$ cat src/include/dut_pkg.sv
// Package of constants for the timing and interrupt section
package dut_pkg;
	// Counter/timer modes
	typedef enum logic [1:0] {
		DUT_MODE_TIMER = 2'b00,
		DUT_MODE_COUNTER = 2'b01,
		DUT_MODE_TIMEOUT = 2'b10
	} dut_mode_e;
	// Host commands on the command port
	typedef enum logic [2:0] {
		DUT_CMD_NONE = 3'b000,
		DUT_CMD_START = 3'b001,
		DUT_CMD_STOP = 3'b010,
		DUT_CMD_WR_PRESET = 3'b011,
		DUT_CMD_RD_VALUE = 3'b100,
		DUT_CMD_SET_TO = 3'b101,
		DUT_CMD_RST_TO = 3'b110
	} dut_cmd_e;
	// Interrupt status bit positions
	localparam int DUT_IRQ_N = 8;
	localparam int DUT_B_TXA = 0;
	localparam int DUT_B_RXA = 1;
	localparam int DUT_B_BRKA = 2;
	localparam int DUT_B_CT = 3;
	localparam int DUT_B_TXB = 4;
	localparam int DUT_B_RXB = 5;
	localparam int DUT_B_BRKB = 6;
	localparam int DUT_B_IPC = 7;
	// Reset values
	localparam logic [7:0] DUT_MASK_RST = 8'h00;
	localparam logic [15:0] DUT_PRESET_RST = 16'h0000;
	localparam logic [4:0] DUT_OPCFG_RST = 5'h00;
	// Baud generator: number of taps and clock selector codes
	localparam int DUT_BAUD_N = 23;
	localparam logic [4:0] DUT_SEL_CT = 5'h17;
	localparam logic [4:0] DUT_SEL_EXT = 5'h18;
	// Oscillator cycles per half period of each 16X tap
	localparam logic [11:0] DUT_BAUD_HALF [DUT_BAUD_N] = '{
		12'h900, 12'h600, 12'h417, 12'h359, 12'h300, 12'h180, 12'h0c0,
		12'h080, 12'h060, 12'h040, 12'h030, 12'h020, 12'h018, 12'h010,
		12'h00c, 12'h008, 12'h006, 12'h004, 12'h003, 12'h002, 12'h001,
		12'h0a0, 12'h050};
endpackage

$ cat src/dut_timing_irq.sv
// Baud generator, clock selectors, counter/timer and interrupt control
`timescale 1ns/1ps
`default_nettype none
module dut_timing_irq
	import dut_pkg::*;
(
	input wire logic clk,
	input wire logic rst,
	input wire logic chip_select_n,
	input wire logic read_strobe_n,
	input wire logic write_strobe_n,
	input wire logic [2:0] cmd,
	input wire logic [15:0] wr_data,
	input wire logic wr_mask,
	input wire logic [4:0] wr_opcfg,
	input wire logic rd_rx_holding_a,
	input wire logic rd_rx_holding_b,
	input wire logic wr_tx_holding_a,
	input wire logic wr_tx_holding_b,
	input wire logic rd_input_change,
	input wire logic brk_reset_a,
	input wire logic brk_reset_b,
	input wire logic [7:0] event_set,
	input wire logic use_ext_ct_clk,
	input wire logic counter_ext_clock,
	input wire logic rx_ext_clock_a,
	input wire logic rx_ext_clock_b,
	input wire logic tx_ext_clock_a,
	input wire logic tx_ext_clock_b,
	input wire logic rx_char_a,
	input wire logic [4:0] sel_rx_a,
	input wire logic [4:0] sel_tx_a,
	input wire logic [4:0] sel_rx_b,
	input wire logic [4:0] sel_tx_b,
	output logic access,
	output logic access_start,
	output logic access_end,
	output logic combined_irq_out_n,
	output logic [7:0] irq_status_reg,
	output logic [7:0] irq_mask_reg,
	output logic [4:0] out_pins_three_to_seven,
	output logic [15:0] count_value,
	output logic ct_out,
	output logic [3:0] clk16_en
);
	////////////////////////////////////////////////////////////////////////
	// Bus access tracking
	logic cs_lvl, rd_lvl, wr_lvl; // Synchronised active-high versions
	logic access_r; // Previous access level
	dut_edge u_cs (.clk(clk), .rst(rst), .din(~chip_select_n), .level(cs_lvl), .rise());
	dut_edge u_rd (.clk(clk), .rst(rst), .din(~read_strobe_n), .level(rd_lvl), .rise());
	dut_edge u_wr (.clk(clk), .rst(rst), .din(~write_strobe_n), .level(wr_lvl), .rise());
	// Last to assert starts, first to drop ends
	assign access = cs_lvl & (rd_lvl | wr_lvl);
	always_ff @(posedge clk) begin
		if (rst) access_r <= 1'b0;
		else access_r <= access;
	end
	assign access_start = access & ~access_r;
	assign access_end = ~access & access_r;

	////////////////////////////////////////////////////////////////////////
	// Baud generator: one half-period counter per tap
	logic [DUT_BAUD_N-1:0] tap_r; // 16X square waves
	logic [DUT_BAUD_N-1:0] tap_tick; // Rising edge pulses
	genvar g;
	generate
		for (g = 0; g < DUT_BAUD_N; g++) begin : g_tap
			logic [11:0] cnt_r;
			// Divide oscillator by fixed ratio
			always_ff @(posedge clk) begin
				if (rst) begin
					cnt_r <= 12'h000;
					tap_r[g] <= 1'b0;
				end else if (cnt_r >= DUT_BAUD_HALF[g] - 12'h001) begin
					cnt_r <= 12'h000;
					tap_r[g] <= ~tap_r[g];
				end else begin
					cnt_r <= cnt_r + 12'h001;
				end
			end
			assign tap_tick[g] = (cnt_r >= DUT_BAUD_HALF[g] - 12'h001) & ~tap_r[g];
		end
	endgenerate

	////////////////////////////////////////////////////////////////////////
	// External clock inputs, synchronised
	logic ctx_rise; // Counter external clock edge
	logic [3:0] ext_rise; // rxa, txa, rxb, txb
	dut_edge u_ctx (.clk(clk), .rst(rst), .din(counter_ext_clock), .level(), .rise(ctx_rise));
	dut_edge u_rxa (.clk(clk), .rst(rst), .din(rx_ext_clock_a), .level(), .rise(ext_rise[0]));
	dut_edge u_txa (.clk(clk), .rst(rst), .din(tx_ext_clock_a), .level(), .rise(ext_rise[1]));
	dut_edge u_rxb (.clk(clk), .rst(rst), .din(rx_ext_clock_b), .level(), .rise(ext_rise[2]));
	dut_edge u_txb (.clk(clk), .rst(rst), .din(tx_ext_clock_b), .level(), .rise(ext_rise[3]));

	////////////////////////////////////////////////////////////////////////
	// Counter/timer
	logic [15:0] preset_r; // count_preset_high : count_preset_low
	logic [15:0] cnt_r; // Down counter
	logic run_r; // Counting
	logic wave_r; // Square wave output
	logic ct_irq_r; // Zero-pass event
	logic [1:0] mode_r; // Current mode
	logic ct_step; // Count enable
	logic ct_zero; // Passing zero this step
	logic ct_rise; // Counter output rising, used as clock source
	logic ct_stop;
	assign ct_stop = (cmd == DUT_CMD_STOP);
	// Oscillator or external source
	assign ct_step = run_r & (use_ext_ct_clk ? ctx_rise : 1'b1);
	assign ct_zero = ct_step & (cnt_r == 16'h0000);
	assign ct_rise = ct_zero & ~wave_r & (mode_r == DUT_MODE_TIMER);
	// Preset register writes
	always_ff @(posedge clk) begin
		if (rst) preset_r <= DUT_PRESET_RST;
		else if (cmd == DUT_CMD_WR_PRESET) preset_r <= wr_data;
	end
	// Mode selection via set/reset timeout commands
	always_ff @(posedge clk) begin
		if (rst) mode_r <= DUT_MODE_TIMER;
		else if (cmd == DUT_CMD_SET_TO) mode_r <= DUT_MODE_TIMEOUT;
		else if (cmd == DUT_CMD_RST_TO) mode_r <= DUT_MODE_COUNTER;
	end
	// Run control: host commands, or receiver in timeout mode
	always_ff @(posedge clk) begin
		if (rst) begin
			run_r <= 1'b0;
		end else if (ct_stop) begin
			run_r <= 1'b0;
		end else if (mode_r == DUT_MODE_TIMEOUT) begin
			if (rx_char_a) run_r <= 1'b1;
			else if (ct_zero) run_r <= 1'b0;
		end else if (cmd == DUT_CMD_START) begin
			run_r <= 1'b1;
		end else if (ct_zero && mode_r == DUT_MODE_COUNTER) begin
			run_r <= 1'b0;
		end
	end
	// Down counter with reload
	always_ff @(posedge clk) begin
		if (rst) begin
			cnt_r <= DUT_PRESET_RST;
		end else if (cmd == DUT_CMD_START || (mode_r == DUT_MODE_TIMEOUT && rx_char_a)) begin
			cnt_r <= preset_r;
		end else if (ct_zero && mode_r == DUT_MODE_TIMER) begin
			// Zero step counts too, so reload one less; a zero divisor wraps long
			cnt_r <= preset_r - 16'h0001;
		end else if (ct_zero) begin
			cnt_r <= preset_r;
		end else if (ct_step) begin
			cnt_r <= cnt_r - 16'h0001;
		end
	end
	// Square wave toggles each zero pass in timer mode
	always_ff @(posedge clk) begin
		if (rst) wave_r <= 1'b0;
		else if (ct_zero && mode_r == DUT_MODE_TIMER) wave_r <= ~wave_r;
	end
	// Captured value for read command
	always_ff @(posedge clk) begin
		if (rst) count_value <= 16'h0000;
		else if (cmd == DUT_CMD_RD_VALUE) count_value <= cnt_r;
	end
	// Zero pass event, stop clears it; set wins over clear
	always_ff @(posedge clk) begin
		if (rst) ct_irq_r <= 1'b0;
		else if (ct_zero) ct_irq_r <= 1'b1;
		else if (ct_stop) ct_irq_r <= 1'b0;
	end
	assign ct_out = wave_r;

	////////////////////////////////////////////////////////////////////////
	// Clock selectors, one per rx/tx
	logic [4:0] sel [4];
	assign sel[0] = sel_rx_a;
	assign sel[1] = sel_tx_a;
	assign sel[2] = sel_rx_b;
	assign sel[3] = sel_tx_b;
	generate
		for (g = 0; g < 4; g++) begin : g_sel
			// Independent choice of tap, counter or external
			always_ff @(posedge clk) begin
				if (rst) clk16_en[g] <= 1'b0;
				else if (sel[g] == DUT_SEL_CT) clk16_en[g] <= ct_rise;
				else if (sel[g] == DUT_SEL_EXT) clk16_en[g] <= ext_rise[g];
				else if (sel[g] < DUT_SEL_CT) clk16_en[g] <= tap_tick[sel[g]];
				else clk16_en[g] <= 1'b0;
			end
		end
	endgenerate

	////////////////////////////////////////////////////////////////////////
	// Interrupt status and mask
	logic [7:0] clr; // Service clears per bit
	logic [7:0] setv; // Set sources per bit
	logic [4:0] opcfg_r; // Discrete pin enables
	always_comb begin
		clr = 8'h00;
		clr[DUT_B_TXA] = wr_tx_holding_a;
		clr[DUT_B_TXB] = wr_tx_holding_b;
		clr[DUT_B_RXA] = rd_rx_holding_a;
		clr[DUT_B_RXB] = rd_rx_holding_b;
		clr[DUT_B_BRKA] = brk_reset_a;
		clr[DUT_B_BRKB] = brk_reset_b;
		clr[DUT_B_IPC] = rd_input_change;
		clr[DUT_B_CT] = 1'b1; // Counter bit mirrors ct_irq_r, so stop clears it
		setv = event_set;
		setv[DUT_B_CT] = 1'b0;
	end
	// Sticky status, set wins over clear
	always_ff @(posedge clk) begin
		if (rst) irq_status_reg <= 8'h00;
		else irq_status_reg <= setv | (irq_status_reg & ~clr) | ({7'h00, ct_irq_r} << DUT_B_CT);
	end
	// Mask written by host
	always_ff @(posedge clk) begin
		if (rst) irq_mask_reg <= DUT_MASK_RST;
		else if (wr_mask) irq_mask_reg <= wr_data[7:0];
	end
	// Output pin configuration
	always_ff @(posedge clk) begin
		if (rst) opcfg_r <= DUT_OPCFG_RST;
		else if (wr_opcfg != 5'h00 || wr_mask) opcfg_r <= wr_opcfg;
	end
	// Combined active-low interrupt; status reads unmasked
	assign combined_irq_out_n = ~|(irq_status_reg & irq_mask_reg);
	// Discrete active-low pins: 3 ct, 4 rxa, 5 rxb, 6 txa, 7 txb
	always_ff @(posedge clk) begin
		if (rst) begin
			out_pins_three_to_seven <= 5'h1f;
		end else begin
			out_pins_three_to_seven[0] <= ~(opcfg_r[0] & irq_status_reg[DUT_B_CT]);
			out_pins_three_to_seven[1] <= ~(opcfg_r[1] & irq_status_reg[DUT_B_RXA]);
			out_pins_three_to_seven[2] <= ~(opcfg_r[2] & irq_status_reg[DUT_B_RXB]);
			out_pins_three_to_seven[3] <= ~(opcfg_r[3] & irq_status_reg[DUT_B_TXA]);
			out_pins_three_to_seven[4] <= ~(opcfg_r[4] & irq_status_reg[DUT_B_TXB]);
		end
	end
	// The oscillator clock must run for all of the above

	////////////////////////////////////////////////////////////////////////
	// Assertions
	irq_comb_a: assert property (@(posedge clk) disable iff (rst)
		(event_set[DUT_B_RXA] && irq_mask_reg[DUT_B_RXA] && !wr_mask) |=> !combined_irq_out_n)
		else $error("enabled event did not raise irq");
	ct_pin_a: assert property (@(posedge clk) disable iff (rst)
		(opcfg_r[0] && irq_status_reg[DUT_B_CT]) |=> !out_pins_three_to_seven[0])
		else $error("counter irq pin not driven");
	mask_clear_a: assert property (@(posedge clk) disable iff (rst)
		(wr_mask && wr_data[7:0] == 8'h00) |=> combined_irq_out_n)
		else $error("irq stays after mask clear");
	stop_clr_a: assert property (@(posedge clk) disable iff (rst)
		(ct_stop && !ct_zero) |=> !ct_irq_r)
		else $error("stop left counter irq");
	zero_set_a: assert property (@(posedge clk) disable iff (rst)
		ct_zero |=> ##1 irq_status_reg[DUT_B_CT])
		else $error("zero pass not flagged");
	reload_a: assert property (@(posedge clk) disable iff (rst)
		(ct_zero && cmd != DUT_CMD_START && !rx_char_a) |=> cnt_r == ($past(mode_r) == DUT_MODE_TIMER ?
		$past(preset_r) - 16'h0001 : $past(preset_r)))
		else $error("no reload on zero");
	wave_tog_a: assert property (@(posedge clk) disable iff (rst)
		(ct_zero && mode_r == DUT_MODE_TIMER) |=> wave_r != $past(wave_r))
		else $error("square wave did not toggle");
	one_shot_a: assert property (@(posedge clk) disable iff (rst)
		(ct_zero && mode_r == DUT_MODE_COUNTER && cmd == DUT_CMD_NONE) |=> !run_r)
		else $error("counter mode kept running");
	down_cnt_a: assert property (@(posedge clk) disable iff (rst)
		(ct_step && !ct_zero && cmd == DUT_CMD_NONE && !rx_char_a) |=> cnt_r == $past(cnt_r) - 16'h0001)
		else $error("counter not decrementing");
	rx_clr_a: assert property (@(posedge clk) disable iff (rst)
		(rd_rx_holding_a && !event_set[DUT_B_RXA]) |=> !irq_status_reg[DUT_B_RXA])
		else $error("rx irq not cleared");
	access_a: assert property (@(posedge clk) disable iff (rst)
		(!chip_select_n && !read_strobe_n) [*3] |-> access)
		else $error("access missing with select and strobe low");
	cov_timer_c: cover property (@(posedge clk) disable iff (rst) ct_rise);
	cov_irq_c: cover property (@(posedge clk) disable iff (rst) $fell(combined_irq_out_n));
	cov_tmo_c: cover property (@(posedge clk) disable iff (rst)
		(mode_r == DUT_MODE_TIMEOUT && ct_zero));
endmodule // dut_timing_irq
`default_nettype wire

$ cat src/dut_edge.sv
// Two-flop synchroniser with rising edge pulse
`timescale 1ns/1ps
`default_nettype none
module dut_edge (
	input wire logic clk,
	input wire logic rst,
	input wire logic din,
	output logic level,
	output logic rise
);
	logic s1_r; // First stage, read only by s2_r
	logic s2_r; // Second stage
	logic s3_r; // Delayed copy for edge
	// Synchronise and delay
	always_ff @(posedge clk) begin
		if (rst) begin
			s1_r <= 1'b0;
			s2_r <= 1'b0;
			s3_r <= 1'b0;
		end else begin
			s1_r <= din;
			s2_r <= s1_r;
			s3_r <= s2_r;
		end
	end
	assign level = s2_r;
	assign rise = s2_r & ~s3_r;
endmodule // dut_edge
`default_nettype wire

$ cat config.mk
export PLATFORM = sky130hd
export DESIGN_NAME = dut_timing_irq
export DESIGN_NICKNAME = d
export VERILOG_FILES = /design/src/include/dut_pkg.sv /design/src/dut_timing_irq.sv /design/src/dut_edge.sv
export SDC_FILE = /design/constraint.sdc
export NUM_CORES = 1
export LEC_CHECK = 0
export BUFFER_PORTS_ARGS = -buffer_cell sky130_fd_sc_hd__clkbuf_2
export CAP_MARGIN = 10
export CORE_ASPECT_RATIO = 1.25
export CORE_MARGIN = 8
export CORE_UTILIZATION = 62
export CTS_BUF_LIST = sky130_fd_sc_hd__clkbuf_4
export DETAILED_ROUTE_END_ITERATION = 6
export PLACE_DENSITY = 0.88
export SETUP_SLACK_MARGIN = 0.15
export SLEW_MARGIN = 40
export SYNTH_ARGS = -nofsm -noshare
export SYNTH_HDL_FRONTEND = slang
export SYNTH_HIERARCHICAL = 1
export SYNTH_SLANG_ARGS = --single-unit
$ cat constraint.sdc
create_clock -name clk -period 2.9 [get_ports clk]
set_clock_uncertainty 0.1 [all_clocks]
set_input_delay 0.435 -clock clk [delete_from_list [all_inputs] [get_ports clk]]
set_output_delay 0.435 -clock clk [all_outputs]
set_load 0.01 [all_outputs]
==> results of run 1 <==
cell usage in the layout (no fill, tap or decap), types with 31 or more instances in the layout:
cell type                       instances
sky130_fd_sc_hd__clkbuf_4             126
sky130_fd_sc_hd__clkbuf_2             115
sky130_fd_sc_hd__nand3_1               73
sky130_fd_sc_hd__a21oi_1               81
sky130_fd_sc_hd__ha_1                  31
sky130_fd_sc_hd__dfxtp_1              392
sky130_fd_sc_hd__xnor2_1               58
sky130_fd_sc_hd__xor2_1                64
sky130_fd_sc_hd__conb_1               116
sky130_fd_sc_hd__inv_1                 58
sky130_fd_sc_hd__nor2_1               248
sky130_fd_sc_hd__nand2_1              134
sky130_fd_sc_hd__o21ai_0               40
sky130_fd_sc_hd__dlygate4sd3_1         54
worst max path at each step:
stage | cells after the start | end | slack (ps) | startpoint
2_1_floorplan | 9 | clk16_en[1]$_SDFF_PP0_ | 570 | g_tap[16].cnt_r[1]$_SDFF_PP0_
3_3_place_gp | 9 | clk16_en[1]$_SDFF_PP0_ | 300 | g_tap[16].cnt_r[1]$_SDFF_PP0_
3_5_place_dp | 9 | clk16_en[1]$_SDFF_PP0_ | 190 | g_tap[16].cnt_r[1]$_SDFF_PP0_
4_1_cts | 9 | clk16_en[0]$_SDFF_PP0_ | 200 | g_tap[16].cnt_r[1]$_SDFF_PP0_
5_1_grt | 7 | cnt_r[6]$_SDFFE_PP0P_ | 130 | cnt_r[2]$_SDFFE_PP0P_
6_report | 8 | clk16_en[1]$_SDFF_PP0_ | 240 | g_tap[19].cnt_r[0]$_SDFF_PP0_
what timing repair did:
item | CTS | global route
hold endpoints to repair | 50 | 0
buffers inserted | 0 | 3
resized for setup | 0 | 4
setup endpoints to repair | 0 | 7
hold buffers | 54 | 0
cell type report:
| class | count | share of cell area |
|---|---|---|
| diodes | 8 | 0.00113 |
| multi-input cells | 1203 | 0.392 |
| clock inverters | 27 | 0.00718 |
| flip-flops and latches | 392 | 0.442 |
| repair buffers | 190 | 0.0724 |
| inverters | 58 | 0.0122 |
| well taps | 292 | 0.0206 |
| clock buffers | 126 | 0.0532 |
power groups by stage:
stage	logic [mW]	registers [mW]	clock network [mW]
after global placement	0.923	5.83	0
after global routing	1.16	5.75	4.53
after detailed placement	0.946	5.84	0
after CTS	1.02	5.72	4.19
final	1.06	5.73	4.13
after floorplan	0.669	5.82	0
metal layers:
metal  part of all wire  track usage  up-vias
met5             0.0010            0        -
met4              0.044        0.150        6
met3              0.082       0.0699      155
met2               0.52        0.444      554
met1               0.36        0.250     6061
li1                   -            -     6134
worst reg2reg max path, stage by stage (launching register included):
cell and delay [ps]:
sky130_fd_sc_hd__dfxtp_1 340, sky130_fd_sc_hd__inv_1 70, sky130_fd_sc_hd__ha_1 140, sky130_fd_sc_hd__nor4b_1 480, sky130_fd_sc_hd__a31oi_1 370, sky130_fd_sc_hd__mux4_2 540
sky130_fd_sc_hd__o21ai_0 220, sky130_fd_sc_hd__o21ai_0 120, sky130_fd_sc_hd__and4_1 190
through the flow:
stage                     hold WS, ps  setup WS [ps]  instances
after floorplan                   268            571       1706
after global placement            281            300       2078
final                            63.5            243       2296
after global routing             53.0            129       2294
after CTS                        7.25            198       2285
after detailed placement          282            190       2078
==> impl_metrics.toml, run 1 <==
[sta]
report.final.setup_viol = 0
slew-limit-headroom = 0.494
final.min_clock_period_ps = 2660
layout_worst_path_cycle_share = 0.916
report.final.slew_viol_count = 0
report.final.hold_viol_count = 0
worst-slew-pin-transition_ps = 757
grt_setup_unrepaired = "true"
final.setup.tns_ps = 0
maxClockFrequency_mhz = 376

[worst_setup_path]
r2r_end = "clk16_en[1]$_SDFF_PP0_"
timing.critical_path.to_type = "flop"
arrival_ps = 3160
worstPathMaxFanout = 4
worstReg2RegStart = "g_tap[19].cnt_r[0]$_SDFF_PP0_"
critical_path.max_stage_delay_ps = 540
worst_path_dominant_cell_family = "compound AO/OA/AOI/OAI gates"
critical_path.startpoint_type = "flop"
cp.required_ps = 3400
reg2reg_depth = 8
path_common_cell = "sky130_fd_sc_hd__o21ai_0"
timing_worst_setup_path_type = "flop to flop"
r2r_slack_ps = 240
critical_path.cell_chain = "inv_1 -> ha_1 -> nor4b_1 -> a31oi_1 -> mux4_2 -> o21ai_0 -> o21ai_0 -> and4_1"
slowest_stage = "sky130_fd_sc_hd__mux4_2"
critPathBufInv = 1

[floorplanning]
rows = 63
floorplan.die_area_um2 = 29100
die_w_um = 154
placeableCoreArea_um2 = 23600
fp.dieH_um = 189
ioPinCount = 118
start_util = 0.628

[clocking]
cts-root-to-sink-buffers = 3
root_buffer = "sky130_fd_sc_hd__clkbuf_4"
insertion_delay_ps = 730
clock_sinks = 392
cts-buffers-inserted = 92
clkTransAtPathRegs_ps = 70
cts_max_level = 3
tritoncts = "built"

[pwr]
total_switching_power_mw = 2.88
power.share.switching = 0.264
combinationalPowerShare = 0.097
power_mw = 10.9
power.share.sequential = 0.524
vdd_drop_max_mv = 0.424
power_per_cell_area_nw_per_um2 = 615
pwr-share-clk = 0.378
p_leak_nw = 7.33
cellInternalPower_mw = 8.04

[layout]
count_of_fill_cells_added_during_filler_insertion = 1532
multi_input_comb_area_um2 = 6960
largest_reg_flops = 264
largest_registers = "g_tap.cnt_r: 264 flops, tap_r: 23 flops"
post_route_cells_drive_above_1_share = 0.153
final-seq-area_um2 = 7850
fin_util = 0.754
flow.area_growth_from_synthesis_pct = 20.1
num-nets-final = 2040
regMostFlops = "g_tap.cnt_r"
stdcell_area_um2 = 17800

[hold_path]
holdCritStartpoint = "sel_rx_a[3]"
whs_endpoint = "clk16_en[0]$_SDFF_PP0_"
hp-class = "input pin to flop"
worst_hold_path.num_cells = 3

[global_route]
wire_length_of_the_first_global_routing_pass_um = 59800
grt_antenna_before_repair = 10
grt_max_degree = 119
grt_pass1_vias = 13100
grt_util_all_layers = 0.247
grt_overflow_total = 0

[drt]
antenna_violating_nets_post_route = 0
drt-pass1-iter-count = 5
finalWirelength_um = 37200
remaining_drc_errors = 0
route.vias.total = 12900
detailedRoute.firstIterationViolations = 937
vias_per_cell = 5.62
drt-wirelength-per-cell_um = 16.2

[logic_synthesis]
yosysWarnings = 6
synth.cell_area_um2 = 14800
synthesis.area_per_instance_um2 = 9.31
synthesis.instances = 1591

[place]
placement.io_buffers = 116
dp_hpwl_um = 23000
finalWeightedCongestion = 0.932
placed_standard_cell_area_um2 = 16100

[flow_run]
max_cap_viol = 0

[status]
result_of_the_run = "completed"
(Power assumes the default switching activity.)
==> inputs of run 2 (changes only) <==
- RECOVER_POWER: default -> 50
==> run 2 against run 1 <==
- the flow now finishes with violations (design-rule violations)
- clock power is essentially flat
- power is essentially flat
- cell area shrank 0.31%
- non-clock buffer count is the same
- sequential share of layout area grew 0.14 points
- largest power group unchanged
==> impl_metrics.toml, run 2 (same netlist as run 1, synthesis figures left out) <==
[status]
result_of_the_run = "finished, violations left"
failing_checks = "design-rule violations"

[place]
placement.io_buffers = 116
placed_standard_cell_area_um2 = 16100
dpl.cell_count = 2078
finalWeightedCongestion = 0.932
dp_hpwl_um = 23000
dp_worst_setup_slack_ps = 190

[drt]
drt-wirelength-per-cell_um = 16.1
drt-pass1-iter-count = 7
antenna_violating_nets_post_route = 0
detailedRoute.firstIterationViolations = 969
route.vias.total = 12900
finalWirelength_um = 36900
vias_per_cell = 5.62
remaining_drc_errors = 6

[layout]
largest_registers = "g_tap.cnt_r: 264 flops, tap_r: 23 flops"
post_layout_nonfiller_instances = 2295
stdcell_area_um2 = 17700
commonest_cells_after_routing_fill_and_taps_aside = "392 x sky130_fd_sc_hd__dfxtp_1, 248 x sky130_fd_sc_hd__nor2_1, 134 x sky130_fd_sc_hd__nand2_1"
regMostFlops = "g_tap.cnt_r"
largest_reg_flops = 264
final-seq-area_um2 = 7850
post_route_cells_drive_above_1_share = 0.133
num-nets-final = 2040
multi_input_comb_area_um2 = 6960
layout.cells.most_common = "sky130_fd_sc_hd__dfxtp_1"
count_of_fill_cells_added_during_filler_insertion = 1565
flow.area_growth_from_synthesis_pct = 19.7

[pwr]
power.share.switching = 0.264
total_switching_power_mw = 2.88
vdd_drop_max_mv = 0.424
cellInternalPower_mw = 8.04
combinationalPowerShare = 0.097
pwr-share-clk = 0.378
power_per_cell_area_nw_per_um2 = 616
power.share.sequential = 0.525
p_leak_nw = 7.20

[global_route]
grt_overflow_total = 0
grt_util_all_layers = 0.247
grt_antenna_before_repair = 10
wire_length_of_the_first_global_routing_pass_um = 59800
grt_max_degree = 119
grt_pass1_vias = 13100

[clocking]
clock_sinks = 392
cts-root-to-sink-buffers = 3
tritoncts = "built"
cts_max_level = 3
cts-buffers-inserted = 92
insertion_delay_ps = 730
clkTransAtPathRegs_ps = 70
root_buffer = "sky130_fd_sc_hd__clkbuf_4"

[floorplanning]
start_util = 0.628
die_w_um = 154
placeableCoreArea_um2 = 23600
rows = 63
floorplan.die_area_um2 = 29100
ioPinCount = 118
fp.dieH_um = 189

[flow_run]
max_cap_viol = 0

[hold_path]
holdCritStartpoint = "sel_rx_a[3]"
hp-class = "input pin to flop"

[sta]
grt_setup_unrepaired = "true"
report.final.slew_viol_count = 0
maxClockFrequency_mhz = 375
report.final.hold_viol_count = 0
post-route-worst-setup-slack_ps = 235
final.min_clock_period_ps = 2670
layout_worst_path_cycle_share = 0.919
final.setup.tns_ps = 0
worst-slew-pin-transition_ps = 1100
report.final.setup_viol = 0
slew-limit-headroom = 0.268

[worst_setup_path]
worstReg2RegStart = "cnt_r[8]$_SDFFE_PP0P_"
timing_worst_setup_path_type = "flop to flop"
worstPathMaxFanout = 10
cp.required_ps = 3400
arrival_ps = 3170
timing.critical_path.to_type = "flop"
startpoint = "cnt_r[8]$_SDFFE_PP0P_"
critical_path.startpoint_type = "flop"
==> run 2: cell count changes in the layout (fill, tap and decap cells not counted), sizes merged <==
cell	change
clkbuf	+2
buf	-2
diode	-1
==> run 2: final timing paths <==
path	endpoint	slack (ps)	cells after the start
setup / recovery	cnt_r[6]$_SDFFE_PP0P_	230	7
hold / removal	clk16_en[0]$_SDFF_PP0_	60	3
setup reg to reg	cnt_r[6]$_SDFFE_PP0P_	230	7
hold reg to reg	out_pins_three_to_seven[2]$_SDFF_PP1_	280	1
==> run 2: final cells by class <==
type,instances,share of cell area
diodes,7,0.000989
inverters,58,0.0123
flip-flops and latches,392,0.443
well taps,292,0.0206
clock inverters,27,0.00720
repair buffers,190,0.0696
clock buffers,126,0.0534
multi-input cells,1203,0.393
==> run 2: critical path: stages, from the launching register on <==
cell and delay, ps:
sky130_fd_sc_hd__dfxtp_1 360, sky130_fd_sc_hd__or4_4 580, sky130_fd_sc_hd__nor4_4 310, sky130_fd_sc_hd__and3_1 430, sky130_fd_sc_hd__nor2_1 160, sky130_fd_sc_hd__or3_1 390, sky130_fd_sc_hd__a31oi_1 170, sky130_fd_sc_hd__nor2_1 50
==> run 2: repair_timing <==
item / in CTS / in global routing
gates resized for setup: 0 / 4
hold buffers: 54 / 0
endpoints found under the setup margin: 0 / 7
hold endpoints to repair: 50 / 0
setup buffers: 0 / 3
==> run 2: metrics by stage <==
| step | hold WS, ps | util | power (mW) |
|---|---|---|---|
| 2_1_floorplan | 268 | - | 6.48 |
| 3_3_place_gp | 281 | 0.683 | 6.75 |
| 3_5_place_dp | 282 | 0.683 | 6.79 |
| 4_1_cts | 7.25 | 0.752 | 10.9 |
| 5_1_grt | 52.5 | 0.752 | 11.4 |
| 6_report | 60.1 | 0.752 | 10.9 |
==> run 2: power by group through the flow <==
stage	Clock, mW	Combinational (mW)	Sequential [mW]
finish	4.13	1.06	5.73
global route	4.53	1.15	5.75
CTS	4.19	1.02	5.72
detailed placement	0	0.946	5.84
global placement	0	0.923	5.83
floorplan	0	0.669	5.82
==> run 2: routing by layer <==
layer	up-vias	global-route usage	share of wire
met5	-	0	0.0010
met4	6	0.150	0.046
met3	164	0.0699	0.077
met2	528	0.444	0.51
met1	6085	0.250	0.37
li1	6124	-	-
==> inputs of run 3 (changes only) <==
- CTS_BUF_LIST: sky130_fd_sc_hd__clkbuf_4 -> sky130_fd_sc_hd__clkbuf_8
- clock period: 2.9 -> 2.5 ns (I/O delays scaled with it)
==> run 3 against run 2 <==
- first-iteration DRC count decreased by 1.9%
- non-clock buffer count increased by 48
- the run ends with negative setup slack left
- cell area increased by 5.6%
- via count increased by 2.2%
- maximum frequency increased by 5.7%
- final cell count decreased by 0.22%
- register-to-register slack got worse by 260 ps
- combinational power increased by 42%
- hold slack improved by 20 ps
- sequential share of layout area decreased by 2.3 points
- largest cell class unchanged
- core utilization increased by 4.2 points
- critical endpoint is now clk16_en[0]$_SDFF_PP0_
- clock power increased by 39%
- critical path type unchanged
==> impl_metrics.toml, run 3 (same netlist as run 1, synthesis figures left out) <==
[sta]
worst-slew-pin-transition_ps = 1020
slew-limit-headroom = 0.320
layout_worst_path_cycle_share = 1.01
post-route-worst-setup-slack_ps = -21.1
final.setup.tns_ps = -21.1
report.final.setup_viol = 1
final.min_clock_period_ps = 2520
report.final.slew_viol_count = 0
grt_setup_unrepaired = "true"
report.final.hold_viol_count = 0
maxClockFrequency_mhz = 397

[clocking]
cts-buffers-inserted = 56
cts_max_level = 2
clock_sinks = 392
tritoncts = "built"
cts-root-to-sink-buffers = 3
clkTransAtPathRegs_ps = 70
root_buffer = "sky130_fd_sc_hd__clkbuf_8"
insertion_delay_ps = 590

[layout]
fin_util = 0.794
flow.area_growth_from_synthesis_pct = 26.3
commonest_cells_after_routing_fill_and_taps_aside = "387 x sky130_fd_sc_hd__dfxtp_1, 246 x sky130_fd_sc_hd__nor2_1, 133 x sky130_fd_sc_hd__nand2_1"
num-nets-final = 2052
largest_registers = "g_tap.cnt_r: 264 flops, tap_r: 23 flops"
layout.cells.most_common = "sky130_fd_sc_hd__dfxtp_1"
regMostFlops = "g_tap.cnt_r"
post_layout_nonfiller_instances = 2290
post_route_cells_drive_above_1_share = 0.164
largest_reg_flops = 264

[floorplanning]
placeableCoreArea_um2 = 23600
start_util = 0.628
rows = 63
floorplan.die_area_um2 = 29100
fp.dieH_um = 189
ioPinCount = 118
die_w_um = 154

[pwr]
p_leak_nw = 7.59
power_per_cell_area_nw_per_um2 = 742
power_mw = 13.9
vdd_drop_max_mv = 0.714

[worst_setup_path]
slowest_stage = "sky130_fd_sc_hd__dfxtp_1"
worstPathMaxFanout = 4
critical_path.startpoint_type = "flop"
timing_worst_setup_path_type = "flop to flop"
timing.critical_path.to_type = "flop"
critical_path.cell_chain = "ha_2 -> nand4_1 -> o21ai_1 -> clkbuf_1 -> nand2b_4 -> or2_2 -> a41o_1 -> nor4_2 -> o311a_1"
cp.required_ps = 2930
critPathBufInv = 1
arrival_ps = 2950
worst_path_dominant_cell_family = "simple AND/OR/NAND/NOR gates"
critical_path.max_stage_delay_ps = 370

[drt]
remaining_drc_errors = 0
antenna_violating_nets_post_route = 0
drt-pass1-iter-count = 5
drt-wirelength-per-cell_um = 17.6
detailedRoute.firstIterationViolations = 951
route.vias.total = 13200
finalWirelength_um = 40300
vias_per_cell = 5.76

[place]
dp_worst_setup_slack_ps = -139
dp_hpwl_um = 23800
dpl.cell_count = 2113
placement.io_buffers = 116
finalWeightedCongestion = 0.938

[global_route]
wire_length_of_the_first_global_routing_pass_um = 61700
grt_max_degree = 119
grt_antenna_before_repair = 2
grt_pass1_vias = 13000
grt_util_all_layers = 0.257
grt_overflow_total = 0

[status]
failing_checks = "negative setup slack"
result_of_the_run = "finished, violations left"

[hold_path]
hp-class = "input pin to flop"

[flow_run]
max_cap_viol = 0
-- run 3: per-layer routing --
layer  GRT usage  up-vias  part of all wire
li1            -     6098                 -
met1       0.267     6174              0.35
met2       0.463      678              0.51
met3      0.0548      236             0.079
met4       0.164        2             0.065
met5           0        -           0.00025
-- run 3: power by group --
part	internal (mW)	total [mW]	leakage, nW	switching, mW
combinational	0.662	1.51	3.63	0.852
clock	3.30	5.73	0.727	2.43
sequential	6.48	6.64	3.23	0.160
-- run 3: area by class of cell --
cell class,count,area (µm²)
multi-input cells,1203,7310
fillers,1335,4860
diodes,2,5.00
inverters,58,220
clock inverters,27,255
repair buffers,238,1620
well taps,292,365
flip-flops and latches,392,7860
clock buffers,78,1070
-- run 3: worst paths after layout --
check                                     from  cells after the start  slack, ps                                     to
hold reg to reg        opcfg_r[4]$_SDFFE_PP0P_                      1        310  out_pins_three_to_seven[4]$_SDFF_PP1_
hold / removal                          cmd[2]                      4         80                 mode_r[0]$_SDFFE_PP0P_
setup / recovery  g_tap[4].cnt_r[1]$_SDFF_PP0_                      9        -20                 clk16_en[0]$_SDFF_PP0_
setup reg to reg  g_tap[4].cnt_r[1]$_SDFF_PP0_                      9        -20                 clk16_en[0]$_SDFF_PP0_
-- run 3: timing repair --
item                                   4_1_cts  5_1_grt
hold buffers                                45        0
setup buffers                                3       22
gates resized for setup                     30       80
endpoints found under the hold margin       42        0
setup endpoints to repair                   15       18
pin swaps                                   11       32
-- run 3: metrics by stage --
stage / hold WS (ps) / instance area, µm²
2_1_floorplan: 268 / 15200
3_3_place_gp: 280 / 16400
3_5_place_dp: 286 / 16400
4_1_cts: 64.7 / 18300
5_1_grt: 84.9 / 18700
6_report: 80.2 / 18700
-- run 3: worst reg2reg max path: stages (launching register included) --
cell	delay [ps]
sky130_fd_sc_hd__dfxtp_1	370
sky130_fd_sc_hd__ha_2	220
sky130_fd_sc_hd__nand4_1	110
sky130_fd_sc_hd__o21ai_1	160
sky130_fd_sc_hd__clkbuf_1	330
sky130_fd_sc_hd__nand2b_4	110
sky130_fd_sc_hd__or2_2	280
sky130_fd_sc_hd__a41o_1	250
sky130_fd_sc_hd__nor4_2	330
sky130_fd_sc_hd__o311a_1	210
